File: src/inc/sspc_consts.svh
// Constants for the shadow stack push / pop-check unit
`ifndef SSPC_CONSTS_SVH
`define SSPC_CONSTS_SVH
`define SSPC_CSR_ADDR          12'h011
`define SSPC_CSR_ADDR_W        12
`define SSPC_OPC_SYSTEM        7'h73
`define SSPC_FUNCT3_MOP        3'h4
`define SSPC_PUSH_FUNCT7       7'h67
`define SSPC_POP_FUNCT12       12'hcdc
`define SSPC_C_QUAD1           2'h1
`define SSPC_C_FUNCT3          3'h3
`define SSPC_C_PUSH_N          3'h0
`define SSPC_C_POP_N           3'h2
`define SSPC_REG_RA            5'h01
`define SSPC_REG_T0            5'h05
`define SSPC_CAUSE_SWCHECK     8'h12
`define SSPC_TVAL_SS_FAULT     8'h03
`define SSPC_SSP_RESET         64'h0
`endif

File: src/inc/sspc_pkg.sv
// Types for the shadow stack push / pop-check unit
package sspc_pkg;
  typedef enum logic [1:0] {
    ST_IDLE = 2'b00,
    ST_MEM  = 2'b01,
    ST_DONE = 2'b10
  } state_t;
  typedef enum logic [1:0] {
    OP_NONE = 2'b00,
    OP_PUSH = 2'b01,
    OP_POP  = 2'b10
  } op_t;
endpackage : sspc_pkg

File: src/logic/sspc_unit.sv
// Shadow stack pointer register and push / pop-check execution
// Function
// - Unclaimed maybe-op encodings keep their ordinary behaviour.
// - Pointer is a user read-write register at address 0x011.
// - No upper half; pointer is full word width of the mode.
// - Bits 1:0 read zero; bit 2 zero when width never 32.
// - Enabled push stores at pointer minus word bytes, then decrements.
// - Push decrement commits only after a fault-free store.
// - Push is a normal store based at pointer, full width.
// - Push recognised only with x1 or x5 as second source.
// - Compressed slot one push equals full push of x1.
// - Pop-check reads word at pointer then raises it by word bytes.
// - Pop-check recognised only with x1 or x5 as first source.
// - Compressed slot five pop-check equals full pop-check of x5.
// - Pop-check read is a normal load based at pointer, full width.
// - Mismatch raises software-check cause 18, trap value 3.
// - Access fault outranks the mismatch exception.
// - Pop increment commits only on good load without mismatch.
// - Ordinary stores to shadow pages fault, possibly late.
// - Forwarding from ordinary stores into pop-check may be blocked.
// - Inactive feature leaves these encodings as plain maybe-ops.
// - Enable is independent for user and supervisor; machine mode never runs it.
`timescale 1ns/1ps
`default_nettype none
`include "sspc_consts.svh"
module sspc_unit #(
  parameter int REGISTER_WORD_WIDTH       = 64,
  parameter bit NEVER_32   = 1'b1
) (
  input  wire logic                        i_mclk,
  input  wire logic                        i_srst,
  // Per-mode enables: 0 user, 1 supervisor, 2 machine (unsupported, ignored)
  input  wire logic [2:0]                  i_mode_shadow_stack_enable,
  input  wire logic [1:0]                  i_priv_mode,
  input  wire logic                        i_wide_mode,
  // Issue port
  input  wire logic                        i_issue_valid,
  output logic                             o_issue_ready,
  input  wire logic [31:0]                 i_instr,
  input  wire logic [REGISTER_WORD_WIDTH-1:0]             i_src_value,
  output logic                             o_is_shadow_op,
  output logic [4:0]                       o_src_reg,
  // Load/store path
  output logic                             o_mem_req,
  output logic                             o_mem_we,
  output logic [REGISTER_WORD_WIDTH-1:0]                  o_mem_addr,
  output logic [REGISTER_WORD_WIDTH-1:0]                  o_mem_wdata,
  output logic                             o_mem_no_fwd,
  input  wire logic                        i_mem_gnt,
  input  wire logic                        i_mem_done,
  input  wire logic                        i_mem_fault,
  input  wire logic [7:0]                  i_mem_fault_cause,
  input  wire logic [REGISTER_WORD_WIDTH-1:0]             i_mem_rdata,
  // Completion
  output logic                             o_done,
  output logic                             o_exc,
  output logic [7:0]                       o_exc_cause,
  output logic [7:0]                       o_exc_tval,
  // Register access port
  input  wire logic                        i_csr_we,
  input  wire logic [`SSPC_CSR_ADDR_W-1:0] i_csr_addr,
  input  wire logic [REGISTER_WORD_WIDTH-1:0]             i_csr_wdata,
  output logic [REGISTER_WORD_WIDTH-1:0]                  o_csr_rdata,
  output logic                             o_csr_hit
);
  localparam logic [REGISTER_WORD_WIDTH-1:0] STEP_WIDE   = REGISTER_WORD_WIDTH'(REGISTER_WORD_WIDTH / 8);
  localparam logic [REGISTER_WORD_WIDTH-1:0] STEP_NARROW = REGISTER_WORD_WIDTH'(4);

  sspc_pkg::state_t state;
  sspc_pkg::op_t    op;
  sspc_pkg::op_t    dec_op;
  logic [REGISTER_WORD_WIDTH-1:0]  shadow_stack_pointer;
  logic [REGISTER_WORD_WIDTH-1:0]  check_value;
  logic [4:0]       dec_src;
  logic             exc;
  logic [7:0]       exc_cause;
  logic [7:0]       exc_tval;
  logic             req_pending;

  // Per-mode gate; machine mode never runs the feature
  wire mode_en = (i_priv_mode == 2'b00) ? i_mode_shadow_stack_enable[0] :
                 (i_priv_mode == 2'b01) ? i_mode_shadow_stack_enable[1] : 1'b0;

  sspc_decode u_decode (
    .i_instr  (i_instr),
    .i_enable (mode_en),
    .o_op     (dec_op),
    .o_src    (dec_src)
  );

  // Word size follows the mode width; a never-32 build stays wide, else bit 2 would be lost
  wire            wide = NEVER_32 || i_wide_mode;
  wire [REGISTER_WORD_WIDTH-1:0] step = wide ? STEP_WIDE : STEP_NARROW;

  // Low bits forced to zero; bit 2 also when narrow width impossible
  wire [REGISTER_WORD_WIDTH-1:0] low_mask = NEVER_32 ? {{(REGISTER_WORD_WIDTH-3){1'b1}}, 3'b000}
                                      : {{(REGISTER_WORD_WIDTH-2){1'b1}}, 2'b00};
  wire [REGISTER_WORD_WIDTH-1:0] mode_mask = wide ? {REGISTER_WORD_WIDTH{1'b1}}
                                   : {{(REGISTER_WORD_WIDTH-32){1'b0}}, {32{1'b1}}};

  wire csr_sel   = (i_csr_addr == `SSPC_CSR_ADDR);
  wire csr_write = i_csr_we && csr_sel && (state == sspc_pkg::ST_IDLE);

  wire start     = i_issue_valid && (state == sspc_pkg::ST_IDLE)
                 && (dec_op != sspc_pkg::OP_NONE);
  wire [REGISTER_WORD_WIDTH-1:0] push_addr = (shadow_stack_pointer - step) & mode_mask;
  wire [REGISTER_WORD_WIDTH-1:0] pop_addr  = shadow_stack_pointer & mode_mask;

  wire fin       = (state == sspc_pkg::ST_MEM) && i_mem_done;
  wire mismatch  = (op == sspc_pkg::OP_POP)
                 && ((i_mem_rdata & mode_mask) != (check_value & mode_mask));
  // Access fault reported first; check only on a clean load
  wire good      = fin && !i_mem_fault && !mismatch;

  wire [REGISTER_WORD_WIDTH-1:0] next_ssp =
      csr_write ? (i_csr_wdata & low_mask & mode_mask) :
      (good && op == sspc_pkg::OP_PUSH) ? push_addr :
      (good && op == sspc_pkg::OP_POP)  ? ((pop_addr + step) & mode_mask) :
      shadow_stack_pointer;

  always_ff @(posedge i_mclk) begin
    if (i_srst) begin
      shadow_stack_pointer <= REGISTER_WORD_WIDTH'(`SSPC_SSP_RESET);
    end else begin
      shadow_stack_pointer <= next_ssp & low_mask;
    end
  end

  always_ff @(posedge i_mclk) begin
    if (i_srst) begin
      state       <= sspc_pkg::ST_IDLE;
      op          <= sspc_pkg::OP_NONE;
      req_pending <= 1'b0;
      o_mem_we    <= 1'b0;
      o_mem_addr  <= '0;
      o_mem_wdata <= '0;
      check_value <= '0;
    end else begin
      unique case (state)
        sspc_pkg::ST_IDLE: begin
          if (start) begin
            state       <= sspc_pkg::ST_MEM;
            op          <= dec_op;
            req_pending <= 1'b1;
            o_mem_we    <= (dec_op == sspc_pkg::OP_PUSH);
            o_mem_addr  <= (dec_op == sspc_pkg::OP_PUSH) ? push_addr : pop_addr;
            o_mem_wdata <= i_src_value & mode_mask;
            check_value <= i_src_value;
          end
        end
        sspc_pkg::ST_MEM: begin
          if (i_mem_gnt) begin
            req_pending <= 1'b0;
          end
          if (i_mem_done) begin
            state       <= sspc_pkg::ST_DONE;
            req_pending <= 1'b0;
          end
        end
        sspc_pkg::ST_DONE: begin
          state <= sspc_pkg::ST_IDLE;
          op    <= sspc_pkg::OP_NONE;
        end
        default: begin
          state <= sspc_pkg::ST_IDLE;
        end
      endcase
    end
  end

  // Exception result captured at completion
  always_ff @(posedge i_mclk) begin
    if (i_srst) begin
      exc       <= 1'b0;
      exc_cause <= 8'h00;
      exc_tval  <= 8'h00;
    end else if (fin) begin
      exc       <= i_mem_fault || mismatch;
      exc_cause <= i_mem_fault ? i_mem_fault_cause : `SSPC_CAUSE_SWCHECK;
      exc_tval  <= i_mem_fault ? 8'h00 : `SSPC_TVAL_SS_FAULT;
    end
  end

  // Late page checks live in the translation path; loads from pop-check
  // ask the store queue not to forward from ordinary stores
  assign o_mem_no_fwd   = (op == sspc_pkg::OP_POP);
  assign o_mem_req      = req_pending && (state == sspc_pkg::ST_MEM);
  assign o_issue_ready  = (state == sspc_pkg::ST_IDLE);
  assign o_is_shadow_op = (dec_op != sspc_pkg::OP_NONE);
  assign o_src_reg      = dec_src;
  assign o_done         = (state == sspc_pkg::ST_DONE);
  assign o_exc          = o_done && exc;
  assign o_exc_cause    = exc_cause;
  assign o_exc_tval     = exc_tval;
  assign o_csr_hit      = csr_sel;
  assign o_csr_rdata    = csr_sel ? (shadow_stack_pointer & mode_mask) : '0;
endmodule : sspc_unit
`default_nettype wire

File: src/logic/sspc_decode.sv
// Instruction decoder for shadow stack push and pop-check
`timescale 1ns/1ps
`default_nettype none
`include "sspc_consts.svh"
module sspc_decode (
  input  wire logic [31:0] i_instr,
  input  wire logic        i_enable,
  output sspc_pkg::op_t    o_op,
  output logic [4:0]       o_src
);
  wire [6:0]  opc    = i_instr[6:0];
  wire [4:0]  rd     = i_instr[11:7];
  wire [2:0]  funct3 = i_instr[14:12];
  wire [4:0]  rs1    = i_instr[19:15];
  wire [4:0]  rs2    = i_instr[24:20];
  wire [15:0] ci     = i_instr[15:0];
  wire        is_32  = (i_instr[1:0] == 2'b11);
  wire        sys_mop = is_32 && (opc == `SSPC_OPC_SYSTEM) && (funct3 == `SSPC_FUNCT3_MOP)
                      && (rd == 5'h00);
  wire        link_rs2 = (rs2 == `SSPC_REG_RA) || (rs2 == `SSPC_REG_T0);
  wire        link_rs1 = (rs1 == `SSPC_REG_RA) || (rs1 == `SSPC_REG_T0);
  wire        push32 = sys_mop && (i_instr[31:25] == `SSPC_PUSH_FUNCT7)
                     && (rs1 == 5'h00) && link_rs2;
  wire        pop32  = sys_mop && (i_instr[31:20] == `SSPC_POP_FUNCT12)
                     && link_rs1;
  wire        cmop   = !is_32 && (ci[1:0] == `SSPC_C_QUAD1) && (ci[15:13] == `SSPC_C_FUNCT3)
                     && (ci[12:11] == 2'b00) && ci[7] && (ci[6:2] == 5'h00);
  wire        cpush  = cmop && (ci[10:8] == `SSPC_C_PUSH_N);
  wire        cpop   = cmop && (ci[10:8] == `SSPC_C_POP_N);
  // Disabled mode leaves every encoding as its plain maybe-op
  wire        is_push = i_enable && (push32 || cpush);
  wire        is_pop  = i_enable && (pop32 || cpop);
  assign o_op  = is_push ? sspc_pkg::OP_PUSH : (is_pop ? sspc_pkg::OP_POP : sspc_pkg::OP_NONE);
  assign o_src = cpush ? `SSPC_REG_RA : (cpop ? `SSPC_REG_T0 : (push32 ? rs2 : rs1));
endmodule : sspc_decode
`default_nettype wire

File: config.mk
export PLATFORM = sky130hd
export DESIGN_NAME = sspc_unit
export DESIGN_NICKNAME = d
export VERILOG_FILES = /design/src/inc/sspc_pkg.sv /design/src/logic/sspc_unit.sv /design/src/logic/sspc_decode.sv
export VERILOG_INCLUDE_DIRS = /design/src /design/src/inc
export SDC_FILE = /design/constraint.sdc
export NUM_CORES = 1
export LEC_CHECK = 0
export BUFFER_PORTS_ARGS = -buffer_cell sky130_fd_sc_hd__buf_2
export CAP_MARGIN = 20
export CORE_ASPECT_RATIO = 1.5
export CORE_MARGIN = 2
export CORE_UTILIZATION = 30
export CTS_CLUSTER_DIAMETER = 80
export CTS_CLUSTER_SIZE = 16
export DETAILED_ROUTE_END_ITERATION = 10
export GPL_TIMING_DRIVEN = 0
export PLACE_DENSITY = 0.52
export SYNTH_ARGS = -nofsm -noshare
export SYNTH_HDL_FRONTEND = slang
export SYNTH_HIERARCHICAL = 1
export SYNTH_SLANG_ARGS = --single-unit
export TNS_END_PERCENT = 100
File: constraint.sdc
create_clock -name i_mclk -period 3.4 [get_ports i_mclk]
set_clock_uncertainty 0.05 [all_clocks]
set_input_delay 0 -clock i_mclk [delete_from_list [all_inputs] [get_ports i_mclk]]
set_output_delay 0 -clock i_mclk [all_outputs]
set_load 0.005 [all_outputs]
* Yosys cells after proc, flatten, opt, wreduce, memory -nomap -nowiden
Index checks and enable logic that the tools add are counted.
Operators by class: divide/modulo/power cells 0, multipliers 0, bitwise logic cells 0, shift-type cells 0, eq/ne operators 23, order comparisons 0, reduce and logical (&&, ||, !) cells 52, mux-type cells 23, $add $sub $neg 2
Operators by type and width (count):
- $mux 64 | 5
- $add 64x4->64 const B | 1
- $ne 64x64->1 | 1
- $sub 64x4->64 const B | 1
- $logic_and 1x1->1 | 29
- $logic_not 5->1 | 3
- $mux 5 | 3
- $eq 7x7->1 const B | 2
- $eq 12x12->1 const B | 1
- $eq 12x5->1 const B | 1
- $mux 2 | 6
- $eq 2x1->1 const B | 5
- $eq 5x1->1 const B | 2
- $eq 5x3->1 const B | 2
- $mux 8 | 1
- $pmux 2 s2 | 2
- $eq 2x2->1 const B | 3
- $eq 3x2->1 const B | 2
- $logic_not 2->1 | 3
- $reduce_and 2->1 | 3
- $reduce_bool 2->1 | 3
- $logic_or 1x1->1 | 5
- $mux 1 | 5
- $eq 3x3->1 const B | 1
- 8 further kinds | 10
Storage, ports and cells: register bits after elaboration 215, logic and storage cells 111, memory bits (read-only) 0, bits of input ports 257, latch bits 0, memories kept 0, output and inout port bits 221, RAM bits 0

* Logic depth before layout (Yosys ltp)
Gate-level depths: netlist (run 1).
word-level depth 16, depth in mapped cells 12, depth with buffers taken out 10

* Modules after synthesis
The synthesis (run 1) kept the hierarchy.
By module, submodules not included:
- sspc_unit | instances 1, seq. area each 4043.9 sq um, area an instance 12533.3 sq um, cells an instance 1710
- sspc_decode | instances 1, seq. area each 0.0 sq um, area an instance 246.5 sq um, cells an instance 34

* Worst setup path after synthesis (run 1)
Ideal clock, no wire load.
path type register to register, start register shadow_stack_pointer[3] (netlist: pop_addr[3]), end register shadow_stack_pointer[61] (netlist: pop_addr[61]), setup slack 0.291 ns, library setup time 0.079 ns, clock period less this slack 3.109 ns, data required time 3.271 ns, path buffers 2, stages on the path, launching flop included 13, arrival 2.980 ns, path through dfxtp_1 > inv_1 > ha_1 > or4b_1 > buf_2 > or4_4 > buf_6 > nor4_4 > nand4_4 > or3_1 > nand3_1 > o221ai_2 > a211oi_2
On the way: cells in the longest elaborated chain, start to end 4, elaborated cells on any way between the ends 5, those cells by class add/sub: 2; mux: 3
RTL lines:
- start: declaration | RTL line sspc_unit.sv:72 | logic [REGISTER_WORD_WIDTH-1:0] shadow_stack_pointer;
- start signal: assignment | RTL line sspc_unit.sv:123 | shadow_stack_pointer <= REGISTER_WORD_WIDTH'(`SSPC_SSP_RESET);
- start signal: assignment | RTL line sspc_unit.sv:125 | shadow_stack_pointer <= next_ssp & low_mask;
- $add 64x4->64 | RTL line sspc_unit.sv:118 | (good && op == sspc_pkg::OP_POP) ? ((pop_addr + step) & mode_mask) :
- $mux 64 | RTL line sspc_unit.sv:118
- $mux 64 (*) | RTL line sspc_unit.sv:117 | (good && op == sspc_pkg::OP_PUSH) ? push_addr :
- $mux 64 (*) | RTL line sspc_unit.sv:116 | csr_write ? (i_csr_wdata & low_mask & mode_mask) :
Mark *: on every way between the ends. The rest lies on a longest branch, timed or not. The select of a mux whose other input is x is not followed. A chain may end at the register's enable or synchronous reset.

* Final worst setup path (run 1)
start register shadow_stack_pointer[4] (netlist: pop_addr[4]), end register o_mem_addr[55]
On the way: cells in the longest elaborated chain, start to end 2
RTL lines:
- $sub 64x4->64 | RTL line sspc_unit.sv:106 | wire [REGISTER_WORD_WIDTH-1:0] push_addr = (shadow_stack_pointer - step) & mode_mask;
- $mux 64 | RTL line sspc_unit.sv:146 | o_mem_addr <= (dec_op == sspc_pkg::OP_PUSH) ? push_addr : pop_addr;
- end signal: assignment | RTL line sspc_unit.sv:146
- end: declaration | RTL line sspc_unit.sv:46 | output logic [REGISTER_WORD_WIDTH-1:0] o_mem_addr,
No other way between the ends.

==> summary.txt, run 1 <==
Route
  • DR WL/cell: 28.5 µm
  • First-pass DRT Iterations: 6
  • Overall routed net length: 84300 µm
  • Final ANT Viol Nets: 0
  • Iteration-0 DRC count of the detailed router: 1308
  • DRC: 0
  • Via count: 16400
  • Via density: 5.56

Pwr
  • Clock power frac: 42.1%
  • Worst VDD drop: around 310 µV
  • Power per cell area: 275 nW/µm²
  • Static Leak: 7.67 nW
  • Comb power frac: 10.7%
  • Internal Power: 0.00372 W
  • Tot Pwr: 0.00502 W
  • Sequential Power Share: 47.1%
  • Switching power: 0.00130 W
  • Sw Ratio: 25.9%

Finish
  • Area of the multi-input gates: ~8200 µm²
  • Non-filler cells, final: 2957
  • Area growth syn-to-layout: 42.8%
  • Fillcell total: 4574
  • FF+latch area: 4050 µm²
  • Nets: 2645
  • Final Util: 43.4%
  • Most frequent cells in the layout: buf_2, nand2_1, dfxtp_1, nor2_1, dlygate4sd3_1
  • Most common cell after layout, fill and taps aside: buf_2
  • Share of cells above drive strength 1: 26.4%

Timing
  • Hold Fails Final Rpt: 0
  • Slew Viols, Final: 0
  • Max-Slew Margin vs Limit: 20.2%
  • Final setup vio count: 0
  • RSZ-0062 raised after global routing: yes
  • Worst slew pin tran: 1200 ps
  • Fin crit period: 3390 ps
  • Final hold slack: 21.7 ps
  • Fmax: 295 MHz
  • Final Cycle Share: 99.6%
  • Post-Route Setup TNS: 0 ps

Logic synthesis
  • Post-synth top area share: 31.6%
  • Synth area leader: dfxtp_1
  • Avg Cell Area, Syn: 7.33 µm²
  • Number of enable flip-flop cells after synthesis: 0
  • Syn Inst Count: 1744
  • Post-synthesis sequential area ratio: 31.6%
  • Post-synth cell types: between 70 and 80
  • Async SR Flop Fraction: 0%
  • Synth top area cells: dfxtp_1, xor2_1, nand2_1
  • Yosys warns: 6
  • Synth Flop Type: dfxtp_1
  • #FFs+latches synth: 202
  • Post-Syn Area: 12800 µm²

Floorplanning
  • Starting Density: 30.4%
  • I/O pin cnt: roughly 480
  • Die Height: 257 µm
  • Core area: 42000 µm²
  • Die width: 173 µm
  • Num rows: 92
  • Full die area: between 40000 and 50000 µm²

Worst setup path
  • Reg-to-reg endpoint: o_mem_addr[55]
  • Critical path type: flop to flop
  • Worst reg2reg path depth: 11
  • Worst r2r src: pop_addr[4]
  • Critical Path Fanout Max: 9
  • Capturing element type of the critical path: flop
  • CP required: 3770 ps
  • CP startpoint kind: flop
  • Reg2Reg Setup Slack: 10 ps
  • Critical path arrival: 3760 ps

Min path
  • Hold_sp: i_instr[9]
  • HP Class: input pin to flop
  • Endpoint, Worst Hold: op[0]
  • Hold path cells: 6

Place
  • Final Wtd Congestion: 1.02
  • Detail Placement HPWL: 66300 µm
  • Placed cells: 2782
  • IO Port Bufs: 459

Global routing
  • First-pass GRT wire length: 119000 µm
  • Largest net degree at the start of global routing: 17
  • Overall Global Routing Usage: 36.7%
  • GRT overflow: 0
  • Antenna violations before repair: 5
  • Vias in the first global route: 16600

Outcome
  • Outcome: complete, no violations

CTS
  • Clk pin slew, worst setup/hold paths: 80 ps
  • CTS max path bufs: 3
  • Later-pin clock latency in the skew report: around 530 ps
  • Clk sinks: about 200
  • CTS tree: built
  • Root buffer cell: clkbuf_16
  • H-Tree Depth: 1
  • Cts bufs inserted: 17

Flow run
  • Max cap viols: 0
-- cells by family (layout without fill, tap and decap cells) --
group | count (synthesis) | after routing | synth area share (%)
AOI/OAI and AO/OA | 407 | 407 | 21.0
xor gates and xnor gates | 141 | 141 | 9.66
adders and majority gates | 2 | 2 | 0.196
buffers and inverters | 196 | 831 | 6.39
DFF | 202 | 202 | 31.6
muxes | 1 | 1 | 0.0783
other | 1 | 15 | 0.0293
and+or+nand+nor | 794 | 794 | 31.0
-- state kept, by name (all words and copies together), names as in the netlist --
signal and count:
check_value 64, o_mem_addr 61, pop_addr 61, o_exc_cause 8, op 2, state 2, exc 1, o_exc_tval 1
o_mem_we 1, req_pending 1
-- cells in the mapped netlist (all sizes together), types with 4 or more instances --
cell / number
o221ai: 9
o32ai: 12
or2: 10
xnor2: 38
or4: 18
inv: 14
xor2: 103
a311oi: 24
o311ai: 4
a31oi: 12
and2: 61
nor3b: 5
o21a: 6
nand2b: 6
nor4bb: 5
o21ai: 62
buf: 42
a211o: 5
nor3: 78
o211ai: 7
a21oi: 130
a22oi: 5
a211oi: 79
clkbuf: 140
nor4: 48
and3: 16
nand2: 228
o22ai: 9
a221oi: 6
or3: 27
nand3: 57
nand4: 29
o31ai: 9
nor2: 187
dfxtp: 202
-- power groups by stage --
stage | Sequential, W | Clock [W] | Combinational, W
floorplan | 0.00242 | 0 | 0.000126
finish | 0.00237 | 0.00212 | 0.000540
CTS | 0.00237 | 0.00215 | 0.000530
detailed placement | 0.00243 | 0 | 0.000388
global placement | 0.00242 | 0 | 0.000389
global route | 0.00237 | 0.00221 | 0.000564
-- per-stage QoR --
step	instance area (µm²)	setup slack [ps]
4_1_cts	18100	9.78
5_1_grt	18300	-86.4
2_1_floorplan	12800	291
3_3_place_gp	15800	-2040
3_5_place_dp	15900	-1110
6_report	18300	12.4
-- worst max-delay path: stages, from the launching register on --
cell and delay, ps:
dfxtp_4 380, inv_2 80, ha_4 150, or4b_4 460, buf_6 160, or4_4 480
nor4_4 280, buf_4 190, nand4_4 190, buf_12 220, or3_1 360, a311oi_2 280
-- how the worst max path moves through the flow --
| stage | end | depth (start not counted) | from |
|---|---|---|---|
| floorplan | pop_addr[61] | 12 | pop_addr[3] |
| global placement | pop_addr[37] | 10 | check_value[32] |
| detailed placement | pop_addr[5] | 9 | i_csr_addr[1] |
| CTS | o_mem_addr[51] | 8 | pop_addr[20] |
| global route | pop_addr[62] | 9 | pop_addr[21] |
| finish | o_mem_addr[55] | 11 | pop_addr[4] |
-- repair_timing --
| action | in CTS | in global routing |
|---|---|---|
| hold buffers | 141 | 0 |
| buffers inserted | 11 | 4 |
| resized for setup | 75 | 42 |
| hold endpoints to repair | 135 | 0 |
| endpoints found under the setup margin | 118 | 111 |
| pin swaps | 4 | 3 |
-- cell type report --
class | instances | area share, %
plain buffers | 174 | 4.35
well taps | 564 | 3.87
flip-flops and latches | 202 | 22.2
diodes | 3 | 0.0411
clock inverters | 4 | 0.404
multi-input cells | 1357 | 45.2
repair buffers | 620 | 21.3
clock buffers | 19 | 2.43
inverters | 14 | 0.302
-- metal layers --
layer	vias up	GRT usage [%]	share of wire [%]
met5	-	0	0.013
met4	2	21.6	7.0
met3	248	9.10	8.2
met2	927	65.8	49
met1	7780	38.7	36
li1	7481	-	-
(Power assumes the default switching activity.)
==> inputs of run 2 (changes only) <==
--- a/config.mk
+++ b/config.mk
@@ -18,6 +18,5 @@
 export PLACE_DENSITY = 0.52
 export SYNTH_ARGS = -nofsm -noshare
 export SYNTH_HDL_FRONTEND = slang
-export SYNTH_HIERARCHICAL = 1
 export SYNTH_SLANG_ARGS = --single-unit
 export TNS_END_PERCENT = 100
==> summary.txt, run 2 <==
Floorplanning
  • Full die area: 44200 µm² (-0.25%)
  • Core area: 42000 µm² (unchanged)
  • Die width: 172 µm (-0.12%)
  • Num rows: 92 (unchanged)
  • Die Height: 256 µm (-0.12%)
  • Starting Density: 30.3% (-0.077 points)
  • I/O pin cnt: 478 (unchanged)

Route
  • First-pass DRT Iterations: 8 (+2)
  • Via count: 16500 (+0.46%)
  • Final ANT Viol Nets: 0 (unchanged)
  • DR WL/cell: 27.1 µm (-5.1%)
  • Via density: 5.57 (+0.26%)
  • DRC: 0 (unchanged)
  • Iteration-0 DRC count of the detailed router: 1638 (+25%)
  • Overall routed net length: 80200 µm (-4.9%)

CTS
  • CTS tree: built
  • Later-pin clock latency in the skew report: 530 ps (about the same)
  • Clk sinks: 202 (unchanged)
  • H-Tree Depth: 1 (unchanged)
  • CTS max path bufs: 3 (unchanged)
  • Clk pin slew, worst setup/hold paths: 80 ps (about the same)
  • Root buffer cell: clkbuf_16
  • Cts bufs inserted: 17 (unchanged)

Outcome
  • Outcome: complete, but fails checks
  • Failing checks: setup timing

Global routing
  • Largest net degree at the start of global routing: 17 (unchanged)
  • GRT overflow: 0 (unchanged)
  • First-pass GRT wire length: 112000 µm (-6.6%)
  • Antenna violations before repair: 3 (-2)
  • Overall Global Routing Usage: 35.0% (-1.7 points)
  • Vias in the first global route: 16100 (-2.9%)

Logic synthesis
  • Synth Flop Type: dfxtp_1
  • Number of enable flip-flop cells after synthesis: 0 (unchanged)
  • Yosys warns: 0 (-6)
  • Top-count cell post-synth: nand2_1
  • Synth top area cells: dfxtp_1, nand2_1, xor2_1
  • Post-Syn Area: 12700 µm² (-0.25%)
  • #FFs+latches synth: 202 (unchanged)
  • Post-synth cell types: 83 (+9.2%)
  • Async SR Flop Fraction: 0% (unchanged)
  • Avg Cell Area, Syn: 7.23 µm² (-1.3%)
  • Synth area leader: dfxtp_1
  • Top cells by count, synth: nand2_1, dfxtp_1, nor2_1
  • Post-synth top area share: 31.7% (+0.081 points)
  • Syn Inst Count: 1762 (+1.0%)
  • Post-synthesis sequential area ratio: 31.7% (+0.081 points)

Pwr
  • Worst VDD drop: 252 µV (-19%)
  • Static Leak: 7.69 nW (+0.23%)
  • Sw Ratio: 27.0% (+1.1 points)
  • Clock power frac: 40.0% (-2.1 points)
  • Comb power frac: 11.9% (+1.2 points)
  • Power per cell area: 273 nW/µm² (-0.97%)
  • Internal Power: 0.00359 W (-3.4%)
  • Sequential Power Share: 48.1% (+1.0 points)
  • Switching power: 0.00133 W (+2.3%)

Place
  • Final Wtd Congestion: 1.03 (+0.96%)
  • Placed cell areas: 15900 µm² (about the same)
  • IO Port Bufs: 459 (unchanged)
  • Place WS: -2350 ps (-1240 ps)
  • Detail Placement HPWL: 61200 µm (-7.7%)

Timing
  • Hold Fails Final Rpt: 0 (unchanged)
  • Max-Slew Margin vs Limit: 23.9% (+3.7 points)
  • Final setup vio count: 2 (+2)
  • Worst slew pin tran: 1140 ps (-55.3 ps)
  • Slew Viols, Final: 0 (unchanged)
  • Final worst setup slack: -7.07 ps (-19.5 ps)
  • Final Cycle Share: 100% (+0.57 points)
  • RSZ-0062 raised after global routing: yes
  • Fmax: 294 MHz (-0.57%)
  • Fin crit period: 3410 ps (+19.5 ps)

Worst setup path
  • Critical path arrival: 3810 ps (+50 ps)
  • Capturing element type of the critical path: flop
  • CP startpoint kind: flop
  • CP required: 3800 ps (+30 ps)
  • Critical Path Fanout Max: 10 (+1)
  • Critical path type: flop to flop

Finish
  • Most common cell after layout, fill and taps aside: buf_2
  • Most flop-heavy register: check_value
  • Fillcell total: 4446 (-2.8%)
  • Final Cell Area: 18100 µm² (-0.98%)
  • Max reg flops: 64 (unchanged)
  • Share of cells above drive strength 1: 27.0% (+0.59 points)
  • Area growth syn-to-layout: 41.8%
  • Most frequent cells in the layout: buf_2, nand2_1, dfxtp_1, nor2_1, a21oi_1
  • Nets: 2652 (+0.26%)

Min path
  • HP Class: input pin to flop

Flow run
  • Max cap viols: 0 (unchanged)
==> run 2: cell types whose count changed in the layout (fill, tap and decap cells not counted), moves of 15 or more <==
cell	before	now
xor2_1	103	86
nand2_1	225	258
a211oi_1	78	58
clkbuf_1	111	92
a311oi_1	23	1
nor4_1	31	47
clkbuf_2	19	36
a21oi_1	130	145
==> run 2: final timing paths <==
check	start	end	cells after the start	slack, ps
min reg2reg	o_exc_cause[2]	o_exc_cause[2]	2	410
min	i_priv_mode[1]	op[1]	5	10
max reg2reg	state[1]	pop_addr[63]	8	-7
max	state[1]	pop_addr[63]	8	-7
==> run 2: worst max-delay path: stages, from the launching register on <==
cell	delay, ps
dfxtp_1	410
nor3b_1	90
nand4_1	90
buf_4	150
buf_4	230
clkbuf_1	740
clkbuf_1	910
o21ai_0	440
a21oi_1	210
==> run 2: repair_timing <==
| item | in CTS | in global routing |
|---|---|---|
| endpoints found under the hold margin | 134 | 0 |
| setup buffers | 11 | 1 |
| pin swaps | 5 | 8 |
| endpoints found under the setup margin | 169 | 126 |
| gates resized for setup | 58 | 65 |
| hold buffers | 134 | 0 |
==> run 2: cell families after synthesis <==
group / count (synthesis) / synth area share [%]
compound gates: 387 / 19.8
other cells: 1 / 0.0294
fa+ha+maj: 2 / 0.196
flops: 202 / 31.7
mux: 3 / 0.236
xor+xnor: 133 / 9.14
buf+inv: 197 / 6.45
simple gates: 837 / 32.4
==> run 2: cell type report <==
cell class                      count  area (µm²)  area share [%]
Multi-Input combinational cell   1374        8190            45.3
Sequential cell                   202        4050            22.4
Timing Repair Buffer              613        3810            21.1
Buffer                            170         798            4.42
Tap cell                          564         706            3.90
Clock buffer                       19         443            2.45
Inverter                           15        58.8           0.325
Clock inverter                      4        26.3           0.145
Antenna cell                        2        5.00          0.0277
==> run 2: per-layer routing <==
layer  wire (µm)  vias to the layer above  GRT usage [%]
met4        5390                        2           21.7
li1            -                     7472              -
met1       29200                     7810           38.6
met2       37800                      989           58.7
met5          17                        -              0
met3        7790                      241           9.89
==> run 2: stage by stage <==
stage	std cells	hold slack [ps]	total power (W)	setup TNS (ps)	util [%]
finish	2963	10.6	0.00493	-10.2	43.0
global route	2963	46.8	0.00505	-47.8	43.0
CTS	2967	10.6	0.00493	0	42.8
detailed placement	2802	196	0.00287	-176380	37.8
global placement	2796	194	0.00286	-201720	37.6
floorplan	1773	20.7	0.00259	0	-
==> run 2: power by group through the flow <==
stage                     sequential [W]  combinational, W  clock, W
after floorplan                  0.00242          0.000169         0
after global placement           0.00242          0.000438         0
after detailed placement         0.00242          0.000443         0
after CTS                        0.00237          0.000571   0.00199
after global routing             0.00237          0.000619   0.00206
final                            0.00237          0.000587   0.00197
==> inputs of run 3 (changes only) <==
--- a/config.mk
+++ b/config.mk
@@ -15,7 +15,7 @@
 export CTS_CLUSTER_SIZE = 16
 export DETAILED_ROUTE_END_ITERATION = 10
 export GPL_TIMING_DRIVEN = 0
-export PLACE_DENSITY = 0.52
+export PLACE_DENSITY = 0.58
 export SYNTH_ARGS = -nofsm -noshare
 export SYNTH_HDL_FRONTEND = slang
 export SYNTH_SLANG_ARGS = --single-unit
==> summary.txt, run 3 (same netlist as run 2, synthesis figures left out) <==
Worst setup path
  • CP max stage delay: 800 ps (-110 ps)
  • Family with the most delay on the worst path: simple AND/OR/NAND/NOR gates
  • Cell count along the critical path: 8 (unchanged)
  • Reg2Reg Setup Slack: 40 ps (+50 ps)
  • CP startpoint kind: flop
  • Setup crit start: state[1]
  • Critical Path Fanout Max: 10 (unchanged)
  • Worst r2r src: state[1]
  • Critical path type: flop to flop
  • Reg-to-reg endpoint: pop_addr[6]
  • Capturing element type of the critical path: flop
  • Critical path arrival: 3740 ps (-70 ps)
  • CP max-delay cell: clkbuf_1
  • Buf/Inv on CP: 2 (-2)
  • Critical path, cell by cell: or3b_2 -> nor4_1 -> buf_2 -> clkbuf_1 -> nor3_1 -> a21oi_1 -> nor3_1 -> a31o_2
  • Most common cell on crit path: nor3_1
  • CP required: 3780 ps (-20 ps)
  • Worst reg2reg path depth: 8 (unchanged)
  • Critical Path Sink: pop_addr[6]

Global routing
  • Antenna violations before repair: 6 (+3)
  • GRT overflow: 0 (unchanged)
  • Largest net degree at the start of global routing: 17 (unchanged)
  • Vias in the first global route: 16000 (-0.43%)
  • Busiest grt layer: met2
  • First-pass GRT wire length: 110000 µm (-1.1%)
  • M3 GR Usage: 8.38% (-1.5 points)
  • Overall Global Routing Usage: 34.6% (-0.42 points)
  • GR Util met2: 59.8% (+1.1 points)
  • Met1 Use GR: 38.3% (-0.29 points)

Finish
  • Most flop-heavy register: check_value
  • Nets: 2653 (+0.038%)
  • Area growth syn-to-layout: 42.9%
  • Most common cell after layout, fill and taps aside: buf_2
  • Non-filler cells, final: 2968 (+0.17%)
  • Share of cells above drive strength 1: 27.1% (+0.072 points)
  • Fillcell total: 4373 (-1.6%)
  • Most frequent cells in the layout: buf_2, nand2_1, dfxtp_1, nor2_1, a21oi_1
  • Max reg flops: 64 (unchanged)

Route
  • Iteration-0 DRC count of the detailed router: 1696 (+3.5%)
  • DR WL/cell: 26.7 µm (-1.4%)
  • Via count: 16600 (+0.33%)
  • First-pass DRT Iterations: 6 (-2)
  • Overall routed net length: 79200 µm (-1.2%)
  • Via density: 5.58 (+0.16%)
  • Final ANT Viol Nets: 0 (unchanged)
  • DRC: 0 (unchanged)

Pwr
  • Static Leak: 7.72 nW (+0.37%)
  • Worst VDD drop: 272 µV (+7.8%)
  • Power per cell area: 275 nW/µm² (+1.1%)

Timing
  • Fin crit period: 3360 ps (-50.1 ps)
  • Hold Fails Final Rpt: 0 (unchanged)
  • Final setup vio count: 0 (-2)
  • Slew Viols, Final: 0 (unchanged)
  • RSZ-0062 raised after global routing: yes
  • Fmax: 298 MHz (+1.5%)
  • Worst slew pin tran: 1240 ps (+97.6 ps)
  • Max-Slew Margin vs Limit: 17.4% (-6.5 points)
  • Final worst setup slack: 43.0 ps (+50.1 ps)
  • Final Cycle Share: 98.7% (-1.5 points)

CTS
  • H-Tree Depth: 1 (unchanged)
  • Later-pin clock latency in the skew report: 540 ps (about the same)
  • CTS max path bufs: 3 (unchanged)
  • CTS tree: built
  • Clk sinks: 202 (unchanged)
  • Cts bufs inserted: 17 (unchanged)
  • Root buffer cell: clkbuf_16
  • Clk pin slew, worst setup/hold paths: 90 ps (about the same)

Floorplanning
  • I/O pin cnt: 478 (unchanged)
  • Num rows: 92 (unchanged)
  • Die width: 172 µm (unchanged)
  • Starting Density: 30.3% (unchanged)
  • Core area: 42000 µm² (unchanged)
  • Full die area: 44200 µm² (unchanged)
  • Die Height: 256 µm (unchanged)

Outcome
  • Outcome: complete, no violations

Place
  • Detail Placement HPWL: 60600 µm (-1.0%)
  • Final Wtd Congestion: 1.02 (about the same)
  • Placed cells: 2799 (-0.11%)
  • IO Port Bufs: 459 (unchanged)
  • Place WS: -1990 ps (+365 ps)

Min path
  • HP Class: input pin to flop

Flow run
  • Max cap viols: 0 (unchanged)
run 3: layout make-up:
cell class	instances	area [µm²]	area share (%)
multi-input combinational	1374	8260	45.4
sequential	202	4050	22.2
timing repair buffer	615	3810	20.9
buffer	169	815	4.47
tap	564	706	3.87
clock buffer	19	443	2.43
inverter	15	58.8	0.323
clock inverter	4	57.6	0.316
antenna	6	15.0	0.0824
run 3: timing repair:
item                                    4_1_cts  5_1_grt
endpoints found under the setup margin      169      143
pin swaps                                     4       10
buffers inserted                             13        4
hold endpoints to repair                    135        0
hold buffers                                136        0
resized for setup                            63       78
run 3: metrics by stage:
step | power, W | utilization [%] | cell area [µm²] | hold WS, ps | setup TNS, ps
after detailed placement | 0.00286 | 37.7 | 15800 | 197 | -162730
after CTS | 0.00502 | 42.9 | 18000 | 7.30 | 0
after global routing | 0.00515 | 43.3 | 18200 | 52.3 | -43.2
final | 0.00502 | 43.3 | 18200 | 35.9 | 0
after global placement | 0.00285 | 37.6 | 15800 | 195 | -198050
after floorplan | 0.00259 | - | 12800 | 20.7 | 0
run 3: worst min-delay path by stage:
| stage | from | to | slack [ps] | cells after the start |
|---|---|---|---|---|
| after floorplan | i_instr[16] | o_src_reg[1] | 20 | 2 |
| after global placement | i_src_value[14] | check_value[14] | 190 | 3 |
| after detailed placement | i_src_value[36] | check_value[36] | 200 | 3 |
| after CTS | i_csr_wdata[61] | pop_addr[61] | 7 | 5 |
| after global routing | i_csr_wdata[61] | pop_addr[61] | 50 | 5 |
| final | i_csr_wdata[61] | pop_addr[61] | 40 | 5 |
run 3: report_power, final:
part           total, W  switching (W)  internal (W)
combinational  0.000579       0.000287      0.000292
clock           0.00207        0.00105       0.00102
sequential      0.00237     0.00000103       0.00237
run 3: worst min-delay path, delay by kind of cell:
kind                   cells  cell delay (ps)
AO/OA/AOI/OAI              3              270
AND/OR/NAND/NOR            1              200
buffers and inverters      1              100
run 3: layer usage:
| metal | vias up | part of all wire, % |
|---|---|---|
| met5 | - | 0.028 |
| met4 | 4 | 6.3 |
| met3 | 234 | 9.6 |
| met2 | 1007 | 48 |
| met1 | 7838 | 36 |
| li1 | 7485 | - |
